===== src/design/stc_pkg.sv =====
// Constants and types for the scan trigger control port
package stc_pkg;
    localparam int CLK_HZ           = 100_000_000;
    localparam int MS_TIME          = 1;
    localparam int MS_CYCLES        = CLK_HZ / 1000 * MS_TIME;
    localparam int OPEN_SETTLE_MS   = 5;
    localparam int CLOSE_SETTLE_MS  = 5;
    localparam int PULSE_MIN_MS     = 1;
    localparam int PULSE_MAX_MS     = 100;
    localparam int DELAY_MAX_MS     = 9999;
    localparam int PULSE_RESET_MS   = 5;
    localparam int DELAY_RESET_MS   = 0;
    localparam int MS_W             = 14;
    localparam int CH_W             = 8;
    localparam logic [MS_W-1:0] MS_ONE  = 14'h0001;
    localparam logic [MS_W-1:0] MS_ZERO = 14'h0000;
    localparam logic [CH_W-1:0] CH_ZERO = 8'h00;
    localparam logic [CH_W-1:0] CH_ONE  = 8'h01;

    typedef enum logic [6:0] {
        ST_IDLE    = 7'b0000001,
        ST_OPEN    = 7'b0000010,
        ST_OSETTLE = 7'b0000100,
        ST_CLOSE   = 7'b0001000,
        ST_CSETTLE = 7'b0010000,
        ST_DELAY   = 7'b0100000,
        ST_CLOSED  = 7'b1000000
    } stc_state_type;

    typedef struct packed {
        logic [MS_W-1:0] delay_ms;
        logic [MS_W-1:0] pulse_ms;
    } stc_cfg_type;

    typedef struct packed {
        logic            relay_on;
        logic [CH_W-1:0] channel;
        logic            closed_out;
        logic            scanning;
    } stc_status_type;
endpackage : stc_pkg


===== src/design/stc_in_sync.sv =====
// Input synchroniser with polarity and edge detection
`timescale 1ns/1ps
`default_nettype none
module stc_in_sync (
    input  wire logic ref_clk,
    input  wire logic srst,
    input  wire logic pin_in,
    input  wire logic sink_mode,
    output logic      rise_pulse
);
    logic s1_reg;
    logic s2_reg;
    logic s3_reg;
    logic lvl_reg;
    logic lvl_next;
    logic act_lvl;

    assign act_lvl  = s2_reg ^ sink_mode;
    assign lvl_next = (s2_reg == s3_reg) ? act_lvl : lvl_reg;

    always_ff @(posedge ref_clk)
    begin
        s1_reg <= pin_in;
        s2_reg <= s1_reg;
        s3_reg <= s2_reg;
        if (srst)
        begin
            lvl_reg    <= 1'b0;
            rise_pulse <= 1'b0;
        end
        else
        begin
            lvl_reg    <= lvl_next;
            rise_pulse <= lvl_next & ~lvl_reg;
        end
    end

    chk_edge_single: assert property (@(posedge ref_clk) disable iff (srst)
        rise_pulse |=> !rise_pulse)
        else $error("edge pulse longer than one cycle");
endmodule : stc_in_sync
`default_nettype wire


===== src/design/stc_scan_ctrl.sv =====
// Scan sequencer behind the isolated external control port
`timescale 1ns/1ps
`default_nettype none
module stc_scan_ctrl #(
    parameter int              CH_COUNT  = 8,
    parameter int              MS_CYC    = stc_pkg::MS_CYCLES,
    parameter logic [7:0]      LIST_LEN  = 8'h08
) (
    input  wire logic                      ref_clk,
    input  wire logic                      srst,
    input  wire logic                      scan_step_pin,
    input  wire logic                      scan_abort_pin,
    input  wire logic                      sink_mode,
    input  wire stc_pkg::stc_cfg_type      cfg_in,
    input  wire logic                      cfg_load,
    output logic                           channel_closed_out,
    output logic [CH_COUNT-1:0]            relay_drive,
    output stc_pkg::stc_status_type        status
);
    localparam int TICK_W = $clog2(MS_CYC + 1);
    localparam logic [TICK_W-1:0] TICK_LAST = TICK_W'(MS_CYC - 1);
    localparam logic [TICK_W-1:0] TICK_ZERO = '0;

    logic                       step_evt;
    logic                       abort_evt;
    stc_pkg::stc_state_type     state_reg;
    stc_pkg::stc_state_type     state_next;
    logic [TICK_W-1:0]          tick_reg;
    logic                       ms_tick;
    logic [stc_pkg::MS_W-1:0]   ms_left_reg;
    logic [stc_pkg::MS_W-1:0]   ms_left_next;
    logic [stc_pkg::MS_W-1:0]   delay_reg;
    logic [stc_pkg::MS_W-1:0]   pulse_reg;
    logic [stc_pkg::MS_W-1:0]   pulse_fit;
    logic [stc_pkg::MS_W-1:0]   delay_fit;
    logic [stc_pkg::CH_W-1:0]   chan_reg;
    logic [stc_pkg::CH_W-1:0]   chan_next;
    logic                       relay_on_reg;
    logic                       relay_on_next;
    logic                       closed_reg;
    logic                       closed_next;
    logic                       timer_done;
    logic                       in_switch;
    logic                       step_take;
    logic [CH_COUNT-1:0]        relay_next;
    logic                       timer_load;

    stc_in_sync u_step (
        .ref_clk    (ref_clk),
        .srst       (srst),
        .pin_in     (scan_step_pin),
        .sink_mode  (sink_mode),
        .rise_pulse (step_evt)
    );

    stc_in_sync u_abort (
        .ref_clk    (ref_clk),
        .srst       (srst),
        .pin_in     (scan_abort_pin),
        .sink_mode  (sink_mode),
        .rise_pulse (abort_evt)
    );

    // Millisecond timebase
    assign ms_tick    = (tick_reg == TICK_LAST);
    assign timer_done = (ms_left_reg == stc_pkg::MS_ZERO);
    assign timer_load = (state_next != state_reg) &&
                        (state_next == stc_pkg::ST_OSETTLE ||
                         state_next == stc_pkg::ST_CSETTLE ||
                         state_next == stc_pkg::ST_DELAY ||
                         state_next == stc_pkg::ST_CLOSED);

    assign pulse_fit = (cfg_in.pulse_ms < stc_pkg::MS_W'(stc_pkg::PULSE_MIN_MS)) ?
                       stc_pkg::MS_W'(stc_pkg::PULSE_MIN_MS) :
                       (cfg_in.pulse_ms > stc_pkg::MS_W'(stc_pkg::PULSE_MAX_MS)) ?
                       stc_pkg::MS_W'(stc_pkg::PULSE_MAX_MS) : cfg_in.pulse_ms;
    assign delay_fit = (cfg_in.delay_ms > stc_pkg::MS_W'(stc_pkg::DELAY_MAX_MS)) ?
                       stc_pkg::MS_W'(stc_pkg::DELAY_MAX_MS) : cfg_in.delay_ms;

    assign in_switch = ~(state_reg == stc_pkg::ST_IDLE || state_reg == stc_pkg::ST_CLOSED);
    assign step_take = step_evt & ~in_switch & ~abort_evt;

    always_comb
    begin
        state_next    = state_reg;
        ms_left_next  = ms_left_reg;
        chan_next     = chan_reg;
        relay_on_next = relay_on_reg;
        closed_next   = closed_reg;
        if (ms_tick && !timer_done)
        begin
            ms_left_next = ms_left_reg - stc_pkg::MS_ONE;
        end
        if (abort_evt)
        begin
            state_next    = stc_pkg::ST_IDLE;
            relay_on_next = 1'b0;
            closed_next   = 1'b0;
            chan_next     = stc_pkg::CH_ZERO;
        end
        else
        begin
            case (state_reg)
                stc_pkg::ST_IDLE:
                begin
                    if (step_take)
                    begin
                        chan_next  = stc_pkg::CH_ZERO;
                        state_next = stc_pkg::ST_CLOSE;
                    end
                end
                stc_pkg::ST_CLOSED:
                begin
                    if (closed_reg && timer_done)
                    begin
                        closed_next = 1'b0;
                    end
                    if (step_take)
                    begin
                        state_next = stc_pkg::ST_OPEN;
                    end
                end
                stc_pkg::ST_OPEN:
                begin
                    relay_on_next = 1'b0;
                    closed_next   = 1'b0;
                    chan_next     = (chan_reg + stc_pkg::CH_ONE >= LIST_LEN) ?
                                    stc_pkg::CH_ZERO : chan_reg + stc_pkg::CH_ONE;
                    ms_left_next  = stc_pkg::MS_W'(stc_pkg::OPEN_SETTLE_MS);
                    state_next    = stc_pkg::ST_OSETTLE;
                end
                stc_pkg::ST_OSETTLE:
                begin
                    if (timer_done)
                    begin
                        state_next = stc_pkg::ST_CLOSE;
                    end
                end
                stc_pkg::ST_CLOSE:
                begin
                    relay_on_next = 1'b1;
                    ms_left_next  = stc_pkg::MS_W'(stc_pkg::CLOSE_SETTLE_MS);
                    state_next    = stc_pkg::ST_CSETTLE;
                end
                stc_pkg::ST_CSETTLE:
                begin
                    if (timer_done)
                    begin
                        ms_left_next = delay_reg;
                        state_next   = stc_pkg::ST_DELAY;
                    end
                end
                stc_pkg::ST_DELAY:
                begin
                    if (timer_done)
                    begin
                        closed_next  = 1'b1;
                        ms_left_next = pulse_reg;
                        state_next   = stc_pkg::ST_CLOSED;
                    end
                end
                default:
                begin
                    state_next    = stc_pkg::ST_IDLE;
                    relay_on_next = 1'b0;
                    closed_next   = 1'b0;
                end
            endcase
        end
    end

    genvar gi;
    generate
        for (gi = 0; gi < CH_COUNT; gi++)
        begin : g_relay
            assign relay_next[gi] = relay_on_next &&
                                    (chan_next == stc_pkg::CH_W'(gi));
        end
    endgenerate

    always_ff @(posedge ref_clk)
    begin
        if (srst)
        begin
            tick_reg <= TICK_ZERO;
        end
        else
        begin
            tick_reg <= (ms_tick || timer_load) ? TICK_ZERO : tick_reg + TICK_W'(1);
        end
    end

    always_ff @(posedge ref_clk)
    begin
        if (srst)
        begin
            delay_reg <= stc_pkg::MS_W'(stc_pkg::DELAY_RESET_MS);
            pulse_reg <= stc_pkg::MS_W'(stc_pkg::PULSE_RESET_MS);
        end
        else if (cfg_load)
        begin
            delay_reg <= delay_fit;
            pulse_reg <= pulse_fit;
        end
    end

    always_ff @(posedge ref_clk)
    begin
        if (srst)
        begin
            state_reg          <= stc_pkg::ST_IDLE;
            ms_left_reg        <= stc_pkg::MS_ZERO;
            chan_reg           <= stc_pkg::CH_ZERO;
            relay_on_reg       <= 1'b0;
            closed_reg         <= 1'b0;
            channel_closed_out <= 1'b0;
            relay_drive        <= '0;
            status             <= '0;
        end
        else
        begin
            state_reg          <= state_next;
            ms_left_reg        <= ms_left_next;
            chan_reg           <= chan_next;
            relay_on_reg       <= relay_on_next;
            closed_reg         <= closed_next;
            channel_closed_out <= closed_next;
            relay_drive        <= relay_next;
            status.relay_on    <= relay_on_next;
            status.channel     <= chan_next;
            status.closed_out  <= closed_next;
            status.scanning    <= (state_next != stc_pkg::ST_IDLE);
        end
    end

    chk_abort_opens: assert property (@(posedge ref_clk) disable iff (srst)
        abort_evt |=> (relay_drive == '0) && !channel_closed_out)
        else $error("abort did not open relays");
    chk_abort_restart: assert property (@(posedge ref_clk) disable iff (srst)
        abort_evt |=> (status.channel == stc_pkg::CH_ZERO) && !status.scanning)
        else $error("abort did not reset scan position");
    chk_idle_start: assert property (@(posedge ref_clk) disable iff (srst)
        (state_reg == stc_pkg::ST_IDLE) && step_take |=> state_reg == stc_pkg::ST_CLOSE)
        else $error("idle step did not start scan");
    chk_busy_ignore: assert property (@(posedge ref_clk) disable iff (srst)
        in_switch && !abort_evt && (state_reg != stc_pkg::ST_DELAY) |=>
        $stable(chan_reg) || ($past(state_reg) == stc_pkg::ST_OPEN))
        else $error("step taken during switch");
    chk_step_ignored: assert property (@(posedge ref_clk) disable iff (srst)
        step_evt && in_switch && !abort_evt |=> state_reg != stc_pkg::ST_OPEN)
        else $error("step accepted during switch");
    chk_open_clears: assert property (@(posedge ref_clk) disable iff (srst)
        state_reg == stc_pkg::ST_OPEN |=> !channel_closed_out && (relay_drive == '0))
        else $error("pulse held while relay open");
    chk_pulse_relay: assert property (@(posedge ref_clk) disable iff (srst)
        channel_closed_out |-> relay_drive != '0)
        else $error("pulse without closed relay");
    chk_pulse_load: assert property (@(posedge ref_clk) disable iff (srst)
        $rose(channel_closed_out) |-> ms_left_reg == pulse_reg)
        else $error("closed pulse width not loaded");
    chk_pulse_width: assert property (@(posedge ref_clk) disable iff (srst)
        pulse_reg >= stc_pkg::MS_W'(stc_pkg::PULSE_MIN_MS) &&
        pulse_reg <= stc_pkg::MS_W'(stc_pkg::PULSE_MAX_MS))
        else $error("pulse width out of range");
    chk_open_settle: assert property (@(posedge ref_clk) disable iff (srst)
        state_reg == stc_pkg::ST_OPEN && !abort_evt |=>
        state_reg == stc_pkg::ST_OSETTLE &&
        ms_left_reg == stc_pkg::MS_W'(stc_pkg::OPEN_SETTLE_MS))
        else $error("open settle not loaded");
    chk_close_settle: assert property (@(posedge ref_clk) disable iff (srst)
        state_reg == stc_pkg::ST_CLOSE && !abort_evt |=>
        ms_left_reg == stc_pkg::MS_W'(stc_pkg::CLOSE_SETTLE_MS) && relay_drive != '0)
        else $error("close settle not loaded");
    chk_settle_order: assert property (@(posedge ref_clk) disable iff (srst)
        state_reg == stc_pkg::ST_OSETTLE && timer_done && !abort_evt |=>
        state_reg == stc_pkg::ST_CLOSE)
        else $error("close did not follow open settle");
    chk_delay_range: assert property (@(posedge ref_clk) disable iff (srst)
        delay_reg <= stc_pkg::MS_W'(stc_pkg::DELAY_MAX_MS))
        else $error("channel delay out of range");

    cov_start: cover property (@(posedge ref_clk) disable iff (srst)
        state_reg == stc_pkg::ST_IDLE ##1 state_reg == stc_pkg::ST_CLOSE);
    cov_pulse: cover property (@(posedge ref_clk) disable iff (srst)
        $rose(channel_closed_out));
    cov_advance: cover property (@(posedge ref_clk) disable iff (srst)
        channel_closed_out ##1 state_reg == stc_pkg::ST_OPEN);
    cov_abort: cover property (@(posedge ref_clk) disable iff (srst)
        abort_evt && status.scanning);
endmodule : stc_scan_ctrl
`default_nettype wire


===== config.mk =====
export PLATFORM = sky130hd
export DESIGN_NAME = stc_scan_ctrl
export DESIGN_NICKNAME = d
export VERILOG_FILES = /design/src/design/stc_pkg.sv /design/src/design/stc_in_sync.sv /design/src/design/stc_scan_ctrl.sv
export SDC_FILE = /design/constraint.sdc
export NUM_CORES = 1
export LEC_CHECK = 0
export BUFFER_PORTS_ARGS = -buffer_cell sky130_fd_sc_hd__buf_2
export CAP_MARGIN = 10
export CORE_MARGIN = 5
export CORE_UTILIZATION = 50
export CTS_CLUSTER_DIAMETER = 100
export DETAILED_ROUTE_END_ITERATION = 16
export HOLD_SLACK_MARGIN = 0.06
export MAX_ROUTING_LAYER = met4
export PLACE_DENSITY = 0.7
export SLEW_MARGIN = 30
export SYNTH_ARGS = -nofsm -noshare
export SYNTH_HDL_FRONTEND = slang
export SYNTH_HIERARCHICAL = 1
export SYNTH_SLANG_ARGS = --single-unit
export TNS_END_PERCENT = 5

===== constraint.sdc =====
create_clock -name ref_clk -period 2.45 [get_ports ref_clk]
set_clock_uncertainty 0.2 [all_clocks]
set_input_delay 0 -clock ref_clk [delete_from_list [all_inputs] [get_ports ref_clk]]
set_output_delay 0 -clock ref_clk [all_outputs]
set_load 0.005 [all_outputs]

# Yosys cells after proc, flatten, opt, wreduce, memory -nomap -nowiden
# Cells that the tools add are included.
dict set report op_classes {
  addsub 3
  order_cmp 4
  eq_ne 25
  n_mux 26
  n_bitwise 10
  reduce_logical 25
}
# op count
set op_table {}
lappend op_table {{14-bit two-way mux} 7}
lappend op_table {{7-bit one-hot mux with 7 select lines} 1}
lappend op_table {{7-bit two-way mux} 6}
lappend op_table {{14-bit one-hot mux with 3 select lines} 1}
lappend op_table {{8-bit by 3-bit equality test with 1-bit output, second input constant} 4}
lappend op_table {{8-bit two-way mux} 3}
lappend op_table {{17-bit by 1-bit adder with 17-bit output, second input constant} 1}
lappend op_table {{17-bit equality test, second input constant} 1}
lappend op_table {{8-bit by 2-bit equality test with 1-bit output, second input constant} 2}
lappend op_table {{8-bit one-hot mux with 2 select lines} 1}
lappend op_table {{7-bit by 3-bit equality test with 1-bit output, second input constant} 2}
lappend op_table {{7-bit by 5-bit equality test with 1-bit output, second input constant} 2}
lappend op_table {{7-bit by 6-bit equality test with 1-bit output, second input constant} 2}
lappend op_table {{7-bit equality test, second input constant} 2}
lappend op_table {{14-bit greater-than comparator, second input constant} 1}
lappend op_table {{14-bit by 7-bit greater-than comparator with 1-bit output, second input constant} 1}
lappend op_table {{14-bit zero test} 1}
lappend op_table {{14-bit by 1-bit < comparator with 1-bit output, second input constant} 1}
lappend op_table {{14-bit by 1-bit subtractor with 14-bit output, second input constant} 1}
lappend op_table {{1-bit logical AND} 11}
lappend op_table {{8-bit by 1-bit adder with 8-bit output, second input constant} 1}
lappend op_table {{8-bit by 1-bit equality test with 1-bit output, second input constant} 1}
lappend op_table {{8-bit by 4-bit >= comparator with 1-bit output, second input constant} 1}
lappend op_table {{8-bit zero test} 1}
lappend op_table {{20 further kinds} 38}
dict set report totals {
  ff_bits 95
  input_bits 34
}

# Depth between registers and ports, before layout
# Gate-level depths: netlist of run 1.
dict set report depth {
  ltp_word 14
  depth_mapped 10
  depth_no_buf 8
}

# By module
# The synthesis of run 1 kept the hierarchy.
# module n_inst cells_per_inst area_each_um2
set by_module_without_submodules {}
lappend by_module_without_submodules {stc_scan_ctrl 1 434 3926.3}
lappend by_module_without_submodules {stc_in_sync 2 12 147.6}

# Worst setup path before layout of run 1
# No wires, ideal clock.
dict set report synth_path {
  path_type {register to register}
  from {reg chan_reg[0] (netlist bit)}
  to {reg relay_drive[0]}
  arrival_ns 1.919
  t_required_ns 2.136
  path_slack_ns 0.217
  path_stages_with_launch 8
  synth_period_minus_slack_ns 2.233
  cell_sequence {dfxtp_1 -> ha_1 -> inv_1 -> or3_1 -> o311ai_0 -> a41oi_1 -> or2_2 -> nor2b_1}
}
dict set report synth_via {
  elab_chain_len 7
  word_cells_on_any_way 8
}
# item line_no
set synth_lines {}
lappend synth_lines {{from (decl)} stc_scan_ctrl.sv:36} ;# logic [stc_pkg::CH_W-1:0] chan_reg;
lappend synth_lines {{from (signal assigned)} stc_scan_ctrl.sv:213} ;# chan_reg <= stc_pkg::CH_ZERO;
lappend synth_lines {{from (signal assigned)} stc_scan_ctrl.sv:224} ;# chan_reg <= chan_next;
lappend synth_lines {{8-bit by 1-bit adder with 8-bit output} {stc_scan_ctrl.sv:127, stc_scan_ctrl.sv:128}}
lappend synth_lines {{8-bit by 4-bit >= comparator with 1-bit output} stc_scan_ctrl.sv:127} ;# chan_next = (chan_reg + stc_pkg::CH_ONE >= LIST_LEN) ?
lappend synth_lines {{8-bit two-way mux} stc_scan_ctrl.sv:127}
lappend synth_lines {{8-bit one-hot mux with 2 select lines (*)} stc_scan_ctrl.sv:103} ;# case (state_reg)
lappend synth_lines {{8-bit two-way mux (*)} stc_scan_ctrl.sv:94} ;# if (abort_evt)
lappend synth_lines {{8-bit zero test (*)} stc_scan_ctrl.sv:177} ;# (chan_next == stc_pkg::CH_W'(gi));
lappend synth_lines {{1-bit logical AND (*)} stc_scan_ctrl.sv:176} ;# assign relay_next[gi] = relay_on_next &&
lappend synth_lines {{to (signal assigned)} stc_scan_ctrl.sv:228} ;# relay_drive <= relay_next;
lappend synth_lines {{to (decl)} stc_scan_ctrl.sv:17} ;# output logic [CH_COUNT-1:0] relay_drive,
# Mark *: on every way between the ends. The rest lies on a longest branch, timed or not.
# A chain may end at the register's enable or synchronous reset.

# Worst setup path after layout of run 1
dict set report layout_path {
  from {in cfg_in[5] (netlist bit)}
  to {reg pulse_reg[0] (netlist bit)}
}
dict set report layout_via {
  elab_chain_len 3
  word_cells_on_any_way 4
}
# item line_no
set layout_lines {}
lappend layout_lines {{from (decl)} stc_scan_ctrl.sv:14} ;# input wire stc_pkg::stc_cfg_type cfg_in,
lappend layout_lines {{14-bit by 7-bit greater-than comparator with 1-bit output} stc_scan_ctrl.sv:75} ;# (cfg_in.pulse_ms > stc_pkg::MS_W'(stc_pkg::PULSE_MAX_MS)) ?
lappend layout_lines {{14-bit two-way mux} stc_scan_ctrl.sv:75}
lappend layout_lines {{14-bit two-way mux (*)} stc_scan_ctrl.sv:73} ;# assign pulse_fit = (cfg_in.pulse_ms < stc_pkg::MS_W'(stc_pkg::PULSE_MIN_MS)) ?
lappend layout_lines {{to (signal assigned)} stc_scan_ctrl.sv:198} ;# pulse_reg <= stc_pkg::MS_W'(stc_pkg::PULSE_RESET_MS);
lappend layout_lines {{to (signal assigned)} stc_scan_ctrl.sv:203} ;# pulse_reg <= pulse_fit;
lappend layout_lines {{to (decl)} stc_scan_ctrl.sv:33} ;# logic [stc_pkg::MS_W-1:0] pulse_reg;
# Marked as above.

==> results of run 1 <==
where the power goes:
group	switching (µW)	total [µW]	internal (µW)
clock	563	1250	688
combinational	153	322	169
sequential	35.5	1620	1580
synthesized netlist by cell type, drive strengths merged (3+ instances only):
cell type / instances
nor2b: 6
o21ai: 10
nor4b: 5
ha: 4
a21oi: 14
a31oi: 4
inv: 7
dfxtp: 95
or2: 3
nand2b: 5
a211oi: 3
and3b: 3
nor2: 63
nand2: 24
nor4: 8
clkbuf: 10
o22ai: 15
nand4: 6
a22o: 9
a22oi: 14
nor3b: 3
and3: 8
or4: 3
nor4bb: 3
o221a: 7
xnor2: 7
and2: 11
or3: 4
buf: 13
o211ai: 3
xor2: 21
and4: 3
nand3: 16
nand3b: 8
nor3: 14
worst max path at each step:
stage	start	to	slack, ns
2_1_floorplan	chan_reg[0]$_SDFF_PP0_	relay_drive[0]$_SDFF_PP0_	0.22
3_3_place_gp	chan_reg[0]$_SDFF_PP0_	relay_drive[0]$_SDFF_PP0_	0.18
6_report	cfg_in[5]	pulse_reg[0]$_SDFFE_PP1P_	0.11
5_1_grt	state_reg[6]$_SDFF_PP0_	relay_drive[4]$_SDFF_PP0_	0.003
4_1_cts	cfg_in[0]	pulse_reg[2]$_SDFFE_PP1P_	0.05
3_5_place_dp	chan_reg[0]$_SDFF_PP0_	relay_drive[0]$_SDFF_PP0_	0.12
worst max-delay path, stage by stage:
cell           delay (ns)
dlygate4sd3_1        0.53
buf_2                0.15
nor4_1               0.30
a311o_1              0.25
a21oi_1              0.04
dlygate4sd3_1        0.55
nor2_1               0.08
dlygate4sd3_1        0.55
metal layers:
layer | share of wire | global-route usage
met1 | 0.45 | 0.273
met2 | 0.47 | 0.325
met3 | 0.052 | 0.0328
met4 | 0.021 | 0.0858
met5 | 0 | -
cell families (layout without fill, tap and decap cells):
logic type,count (synthesis),after routing,share of synthesized area
AOI/OAI and AO/OA,97,97,0.172
xor gates and xnor gates,28,28,0.0581
adders and majority gates,4,4,0.0119
buffers and inverters,31,146,0.0373
DFF,95,95,0.451
muxes,1,1,0.00237
and+or+nand+nor,202,202,0.268
metrics by stage:
step,std cells,util
floorplan,458,-
global placement,610,0.562
detailed placement,610,0.562
CTS,678,0.655
global route,678,0.661
finish,678,0.661
what timing repair did:
action / CTS / global route
setup endpoints to repair: 0 / 17
hold buffers: 52 / 0
hold endpoints to repair: 30 / 0
gates resized for setup: 0 / 14
cell usage in the layout, fill, tap and decap left out, drive strengths merged, types with 7 or more instances in the layout:
master,Yosys,routed
dfxtp,95,95
buf,13,70
nor2,63,63
dlygate4sd3,0,51
nand2,24,24
xor2,21,21
nand3,16,16
o22ai,15,15
a22oi,14,14
nor3,14,14
a21oi,14,14
and2,11,11
clkbuf,10,10
o21ai,10,10
a22o,9,9
inv,7,9
and3,8,8
nand3b,8,8
nor4,8,8
o221a,7,7
xnor2,7,7
area by class of cell:
type | instances | share of cell area
clock buffer | 10 | 0.0235
clock inverter | 6 | 0.0214
inverter | 8 | 0.00553
multi-input combinational | 332 | 0.405
sequential | 95 | 0.351
tap | 105 | 0.0242
timing repair buffer | 122 | 0.170
==> flow_metrics.env, run 1 <==
export IMPL_status="finished, final reports clean"
export IMPL_insertion_delay_ns=0.37
export IMPL_grt_pass1_vias=3696
export IMPL_reg2reg_slack_ns=0.16
export IMPL_hold_viol_final=0
export IMPL_vias=3822
export IMPL_drt_iter0_markers=229
export IMPL_p_per_area_nw_per_um2=588
export IMPL_whs_endpoint="pulse_reg[2]$_SDFFE_PP1P_"
export IMPL_crit_path_end_kind="flip-flop"
export IMPL_first_pass_iters=4
export IMPL_crit_type="input pin to flip-flop"
export IMPL_synthDistinctLibCells=66
export IMPL_max_freq_ghz=0.427
export IMPL_fin_ws_ns=0.108
export IMPL_grt_first_pass_wirelength_mm=17.0
export IMPL_ant_nets=0
export IMPL_critPathArrivalTime_ns=2.45
export IMPL_wl_per_cell_um=14.8
export IMPL_p_leak_uw=0.00220
export IMPL_layout_drive_gt1_share=0.204
export IMPL_relSlewSlack=0.478
export IMPL_setup_viol=0
export IMPL_gp_congestion=0.929
export IMPL_critPathMaxFanout=3
export IMPL_initial_utilization=0.514
export IMPL_final_max_slew_viol_count=0
export IMPL_clk_pin_slew_worst_paths_ns=0.09
export IMPL_largest_register_ffs=17
export IMPL_synth_area_um2=4220
export IMPL_start_kind="input pin"
export IMPL_multiInputGateArea_um2=2200
export IMPL_post_cts_buffers=0
export IMPL_num_io_pins=54
export IMPL_grt_max_degree=20
export IMPL_vdd_drop_max_mv=0.394
export IMPL_synth_top_area_frac=0.451
export IMPL_place_hpwl_mm=6.76
export IMPL_ys_warn_count=6
export IMPL_syn_to_final_growth_pct=28.7
export IMPL_rr_endpoint="ms_left_reg[1]$_SDFF_PP0_"
export IMPL_stdcell_area_um2=5430
export IMPL_tightest_slew_ns=0.780
export IMPL_core_area_um2=8220
export IMPL_cts_tree="built"
export IMPL_fp_dieW_um=102
export IMPL_hold_path_depth=4
export IMPL_reg2regPathDepth=7
export IMPL_ctsHtreeMaxLevel=3
export IMPL_period_needed_ns=2.34
export IMPL_async_reset_ff_frac=0
export IMPL_die_y_um=102
export IMPL_syn_inst=458
export IMPL_nNetsFinal=606
export IMPL_period_share=0.956
export IMPL_clock_path_buffers=2
export IMPL_viasPerCell=5.64
export IMPL_worst_ep_required_time_ns=2.56
export IMPL_numClockSinks=95
export IMPL_antenna_found_initial=0
export IMPL_setup_tns_ns=0
export IMPL_fill_cells=653
export IMPL_grt_remaining_overflow=0
export IMPL_hp_start="cfg_load"
export IMPL_yosys_top_cells_area="dfxtp_1 (45%), nor2_1 (5.5%), xor2_1 (4.4%)"
export IMPL_rsz0062_at_grt="no"
export IMPL_num_antenna_cells=0
export IMPL_die_area_um2=10400
export IMPL_drv_cap=0
export IMPL_synth_top_flop_cell="dfxtp_1"
export IMPL_ff_latch_area_um2=1900
export IMPL_grt_use_total=0.209
export IMPL_reg2reg_from="ms_left_reg[6]$_SDFF_PP0_"
export IMPL_wl_mm=10.1
export IMPL_synth_yosys_seq_area_share=0.451
export IMPL_cts_root_buffer="clkbuf_8"
export IMPL_synth_edff_count=0
export IMPL_place_ws_ns=0.121
export IMPL_power_uw=3190
export IMPL_holdWs_ns=0.123
export IMPL_syn_nets=496
export IMPL_cts_made_buffers=9
export IMPL_numPortBuffers=53
export IMPL_post_dp_cell_area_um2=4620
export IMPL_synth_avg_cell_area_um2=9.22
export IMPL_ys_ff_latch=95
export IMPL_row_count=33
export IMPL_remaining_drc_errors=0
export IMPL_yosys_area_top_type="dfxtp_1"
export IMPL_hold_path_class="input pin to flip-flop"
Power figures use the tool's default switching activity.
==> run 2: changes to the inputs <==
--- a/config.mk
+++ b/config.mk
@@ -5,6 +5,7 @@
 export SDC_FILE = /design/constraint.sdc
 export NUM_CORES = 1
 export LEC_CHECK = 0
+export ABC_AREA = 1
 export BUFFER_PORTS_ARGS = -buffer_cell sky130_fd_sc_hd__buf_2
 export CAP_MARGIN = 10
 export CORE_MARGIN = 5
==> flow_metrics.env, run 2 <==
export IMPL_use_met1=0.267
export IMPL_yosys_area_top_type="dfxtp_1"
export IMPL_syn_to_final_growth_pct=21.6
export IMPL_gr_max_usage_layer="met2"
export IMPL_grt_first_pass_wirelength_mm=18.8
export IMPL_power_uw=2850
export IMPL_final_max_slew_viol_count=0
export IMPL_vdd_drop_max_mv=0.361
export IMPL_largest_register_ffs=17
export IMPL_grt_pass1_vias=4157
export IMPL_hold_path_depth=5
export IMPL_drv_cap=0
export IMPL_period_needed_ns=2.34
export IMPL_hold_path_class="input pin to flip-flop"
export IMPL_gp_congestion=0.937
export IMPL_final_cell_mix="nand2_1 (154), dfxtp_1 (95), inv_1 (86), nor2_1 (86), buf_2 (53)"
export IMPL_reg2reg_slack_ns=0.26
export IMPL_setup_tns_ns=0
export IMPL_numPortBuffers=53
export IMPL_whs_endpoint="delay_reg[2]$_SDFFE_PP0P_"
export IMPL_ys_warn_count=6
export IMPL_met3_usage=0.0285
export IMPL_place_hpwl_mm=7.71
export IMPL_first_pass_iters=5
export IMPL_viasPerCell=5.10
export IMPL_reg2regPathDepth=10
export IMPL_period_share=0.955
export IMPL_ctsHtreeMaxLevel=3
export IMPL_die_y_um=106
export IMPL_final_common_cell="nand2_1"
export IMPL_cts_tree="built"
export IMPL_crit_type="input pin to flip-flop"
export IMPL_yosys_top_cells_area="dfxtp_1 (41%), nand2_1 (13%), inv_1 (6.9%)"
export IMPL_layout_drive_gt1_share=0.146
export IMPL_rsz0062_at_grt="no"
export IMPL_synth_top_flop_cell="dfxtp_1"
export IMPL_ant_nets=0
export IMPL_rr_endpoint="ms_left_reg[6]$_SDFF_PP0_"
export IMPL_initial_utilization=0.508
export IMPL_num_io_pins=54
export IMPL_fill_cells=808
export IMPL_critPathMaxFanout=16
export IMPL_clockPowerShare=0.346
export IMPL_clock_path_buffers=2
export IMPL_p_per_area_nw_per_um2=505
export IMPL_power_frac_comb=0.091
export IMPL_hold_viol_final=0
export IMPL_syn_inst=666
export IMPL_crit_path_end_kind="flip-flop"
export IMPL_p_int_uw=2090
export IMPL_p_leak_uw=0.00258
export IMPL_insertion_delay_ns=0.36
export IMPL_synth_commonest_cells="nand2_1 (155), dfxtp_1 (95), inv_1 (86), nor2_1 (86), nand3_1 (52)"
export IMPL_nNetsFinal=802
export IMPL_synth_edff_count=0
export IMPL_synth_most_common_cell="nand2_1"
export IMPL_fp_dieW_um=106
export IMPL_synth_area_um2=4650
export IMPL_async_reset_ff_frac=0
export IMPL_grtUsageMet2=0.333
export IMPL_fin_util=0.618
export IMPL_worst_ep_required_time_ns=2.56
export IMPL_antenna_found_initial=0
export IMPL_ff_latch_area_um2=1900
export IMPL_multiInputGateArea_um2=2290
export IMPL_ys_ff_latch=95
export IMPL_core_area_um2=9150
export IMPL_hp_start="cfg_in[26]"
export IMPL_numClockSinks=95
export IMPL_critPathArrivalTime_ns=2.45
export IMPL_synth_avg_cell_area_um2=6.98
export IMPL_cts_root_buffer="clkbuf_8"
export IMPL_reg2reg_from="ms_left_reg[0]$_SDFF_PP0_"
export IMPL_cts_made_buffers=9
export IMPL_grt_use_total=0.207
export IMPL_tightest_slew_ns=0.530
export IMPL_setup_viol=0
export IMPL_synthDistinctLibCells=41
export IMPL_row_count=35
export IMPL_remaining_drc_errors=0
export IMPL_relSlewSlack=0.646
export IMPL_synth_top_area_frac=0.409
export IMPL_grt_max_degree=21
export IMPL_wl_per_cell_um=12.4
export IMPL_status="finished, final reports clean"
export IMPL_grt_remaining_overflow=0
export IMPL_max_freq_ghz=0.428
export IMPL_clk_pin_slew_worst_paths_ns=0.10
export IMPL_start_kind="input pin"
export IMPL_syn_nets=704
export IMPL_synth_yosys_seq_area_share=0.409
export IMPL_num_antenna_cells=0
export IMPL_power_switching_uw=764
export IMPL_swShare=0.268
export IMPL_drt_iter0_markers=167
export IMPL_die_area_um2=11300
export IMPL_wl_mm=10.9
export IMPL_vias=4485
export IMPL_seq_power_share=0.563
-- run 2: power groups by stage --
stage | logic, µW | clock network, µW | registers, µW
after floorplan | 133 | 0 | 1640
after global placement | 195 | 0 | 1640
after detailed placement | 200 | 0 | 1640
after CTS | 254 | 1000 | 1600
after global routing | 290 | 1070 | 1610
final | 260 | 988 | 1600
-- run 2: worst max path at each step --
stage | startpoint | cells after the start | slack, ns | end
2_1_floorplan | ms_left_reg[0]$_SDFF_PP0_ | 10 | 0.53 | ms_left_reg[13]$_SDFF_PP0_
3_3_place_gp | ms_left_reg[0]$_SDFF_PP0_ | 12 | 0.32 | ms_left_reg[9]$_SDFF_PP0_
3_5_place_dp | ms_left_reg[0]$_SDFF_PP0_ | 12 | 0.27 | ms_left_reg[12]$_SDFF_PP0_
4_1_cts | srst | 6 | 0.22 | pulse_reg[6]$_SDFFE_PP0P_
5_1_grt | ms_left_reg[0]$_SDFF_PP0_ | 10 | 0.003 | ms_left_reg[6]$_SDFF_PP0_
6_report | srst | 6 | 0.11 | delay_reg[6]$_SDFFE_PP0P_
-- run 2: through the flow --
| step | hold slack [ns] | std cells | setup slack, ns | cell area [µm²] |
|---|---|---|---|---|
| after floorplan | -0.172 | 666 | 0.528 | 4650 |
| after global placement | -0.0977 | 817 | 0.316 | 4980 |
| after detailed placement | -0.0953 | 817 | 0.274 | 4980 |
| after CTS | 0.130 | 880 | 0.218 | 5640 |
| after global routing | 0.138 | 880 | 0.00252 | 5650 |
| final | 0.0863 | 880 | 0.111 | 5650 |
-- run 2: critical path, cell delays in order --
cell           delay [ns]
dlygate4sd3_1        0.53
buf_2                0.24
inv_1                0.43
nand2_1              0.33
o31ai_1              0.32
dlygate4sd3_1        0.59
-- run 2: logic make-up (layout without fill, tap and decap cells) --
group,after synthesis,count (layout),share of synthesized area
adder cells (fa/ha/maj),4,4,0.0108
AND/OR/NAND/NOR,348,348,0.332
buffers and inverters,115,218,0.100
XOR/XNOR,20,20,0.0377
flip-flops,95,95,0.409
AO/OA/AOI/OAI,84,84,0.110
-- run 2: layout make-up --
cell class / instances / area share
tap: 111 / 0.0246
sequential: 95 / 0.336
clock inverter: 7 / 0.0113
inverter: 98 / 0.0655
multi-input combinational: 456 / 0.405
timing repair buffer: 104 / 0.135
clock buffer: 9 / 0.0219
-- run 2: routing by layer --
metal / wire length (µm) / vias to the layer above / part of all wire
met3: 503 / 17 / 0.046
met2: 5110 / 118 / 0.47
met5: 0 / - / 0
li1: - / 2320 / -
met1: 5110 / 2030 / 0.47
met4: 217 / 0 / 0.020
-- run 2: repair_timing --
action / 4_1_cts / 5_1_grt
resized for setup: 0 / 4
hold buffers: 47 / 0
endpoints found under the hold margin: 32 / 0
endpoints found under the setup margin: 0 / 7
setup buffers: 0 / 0
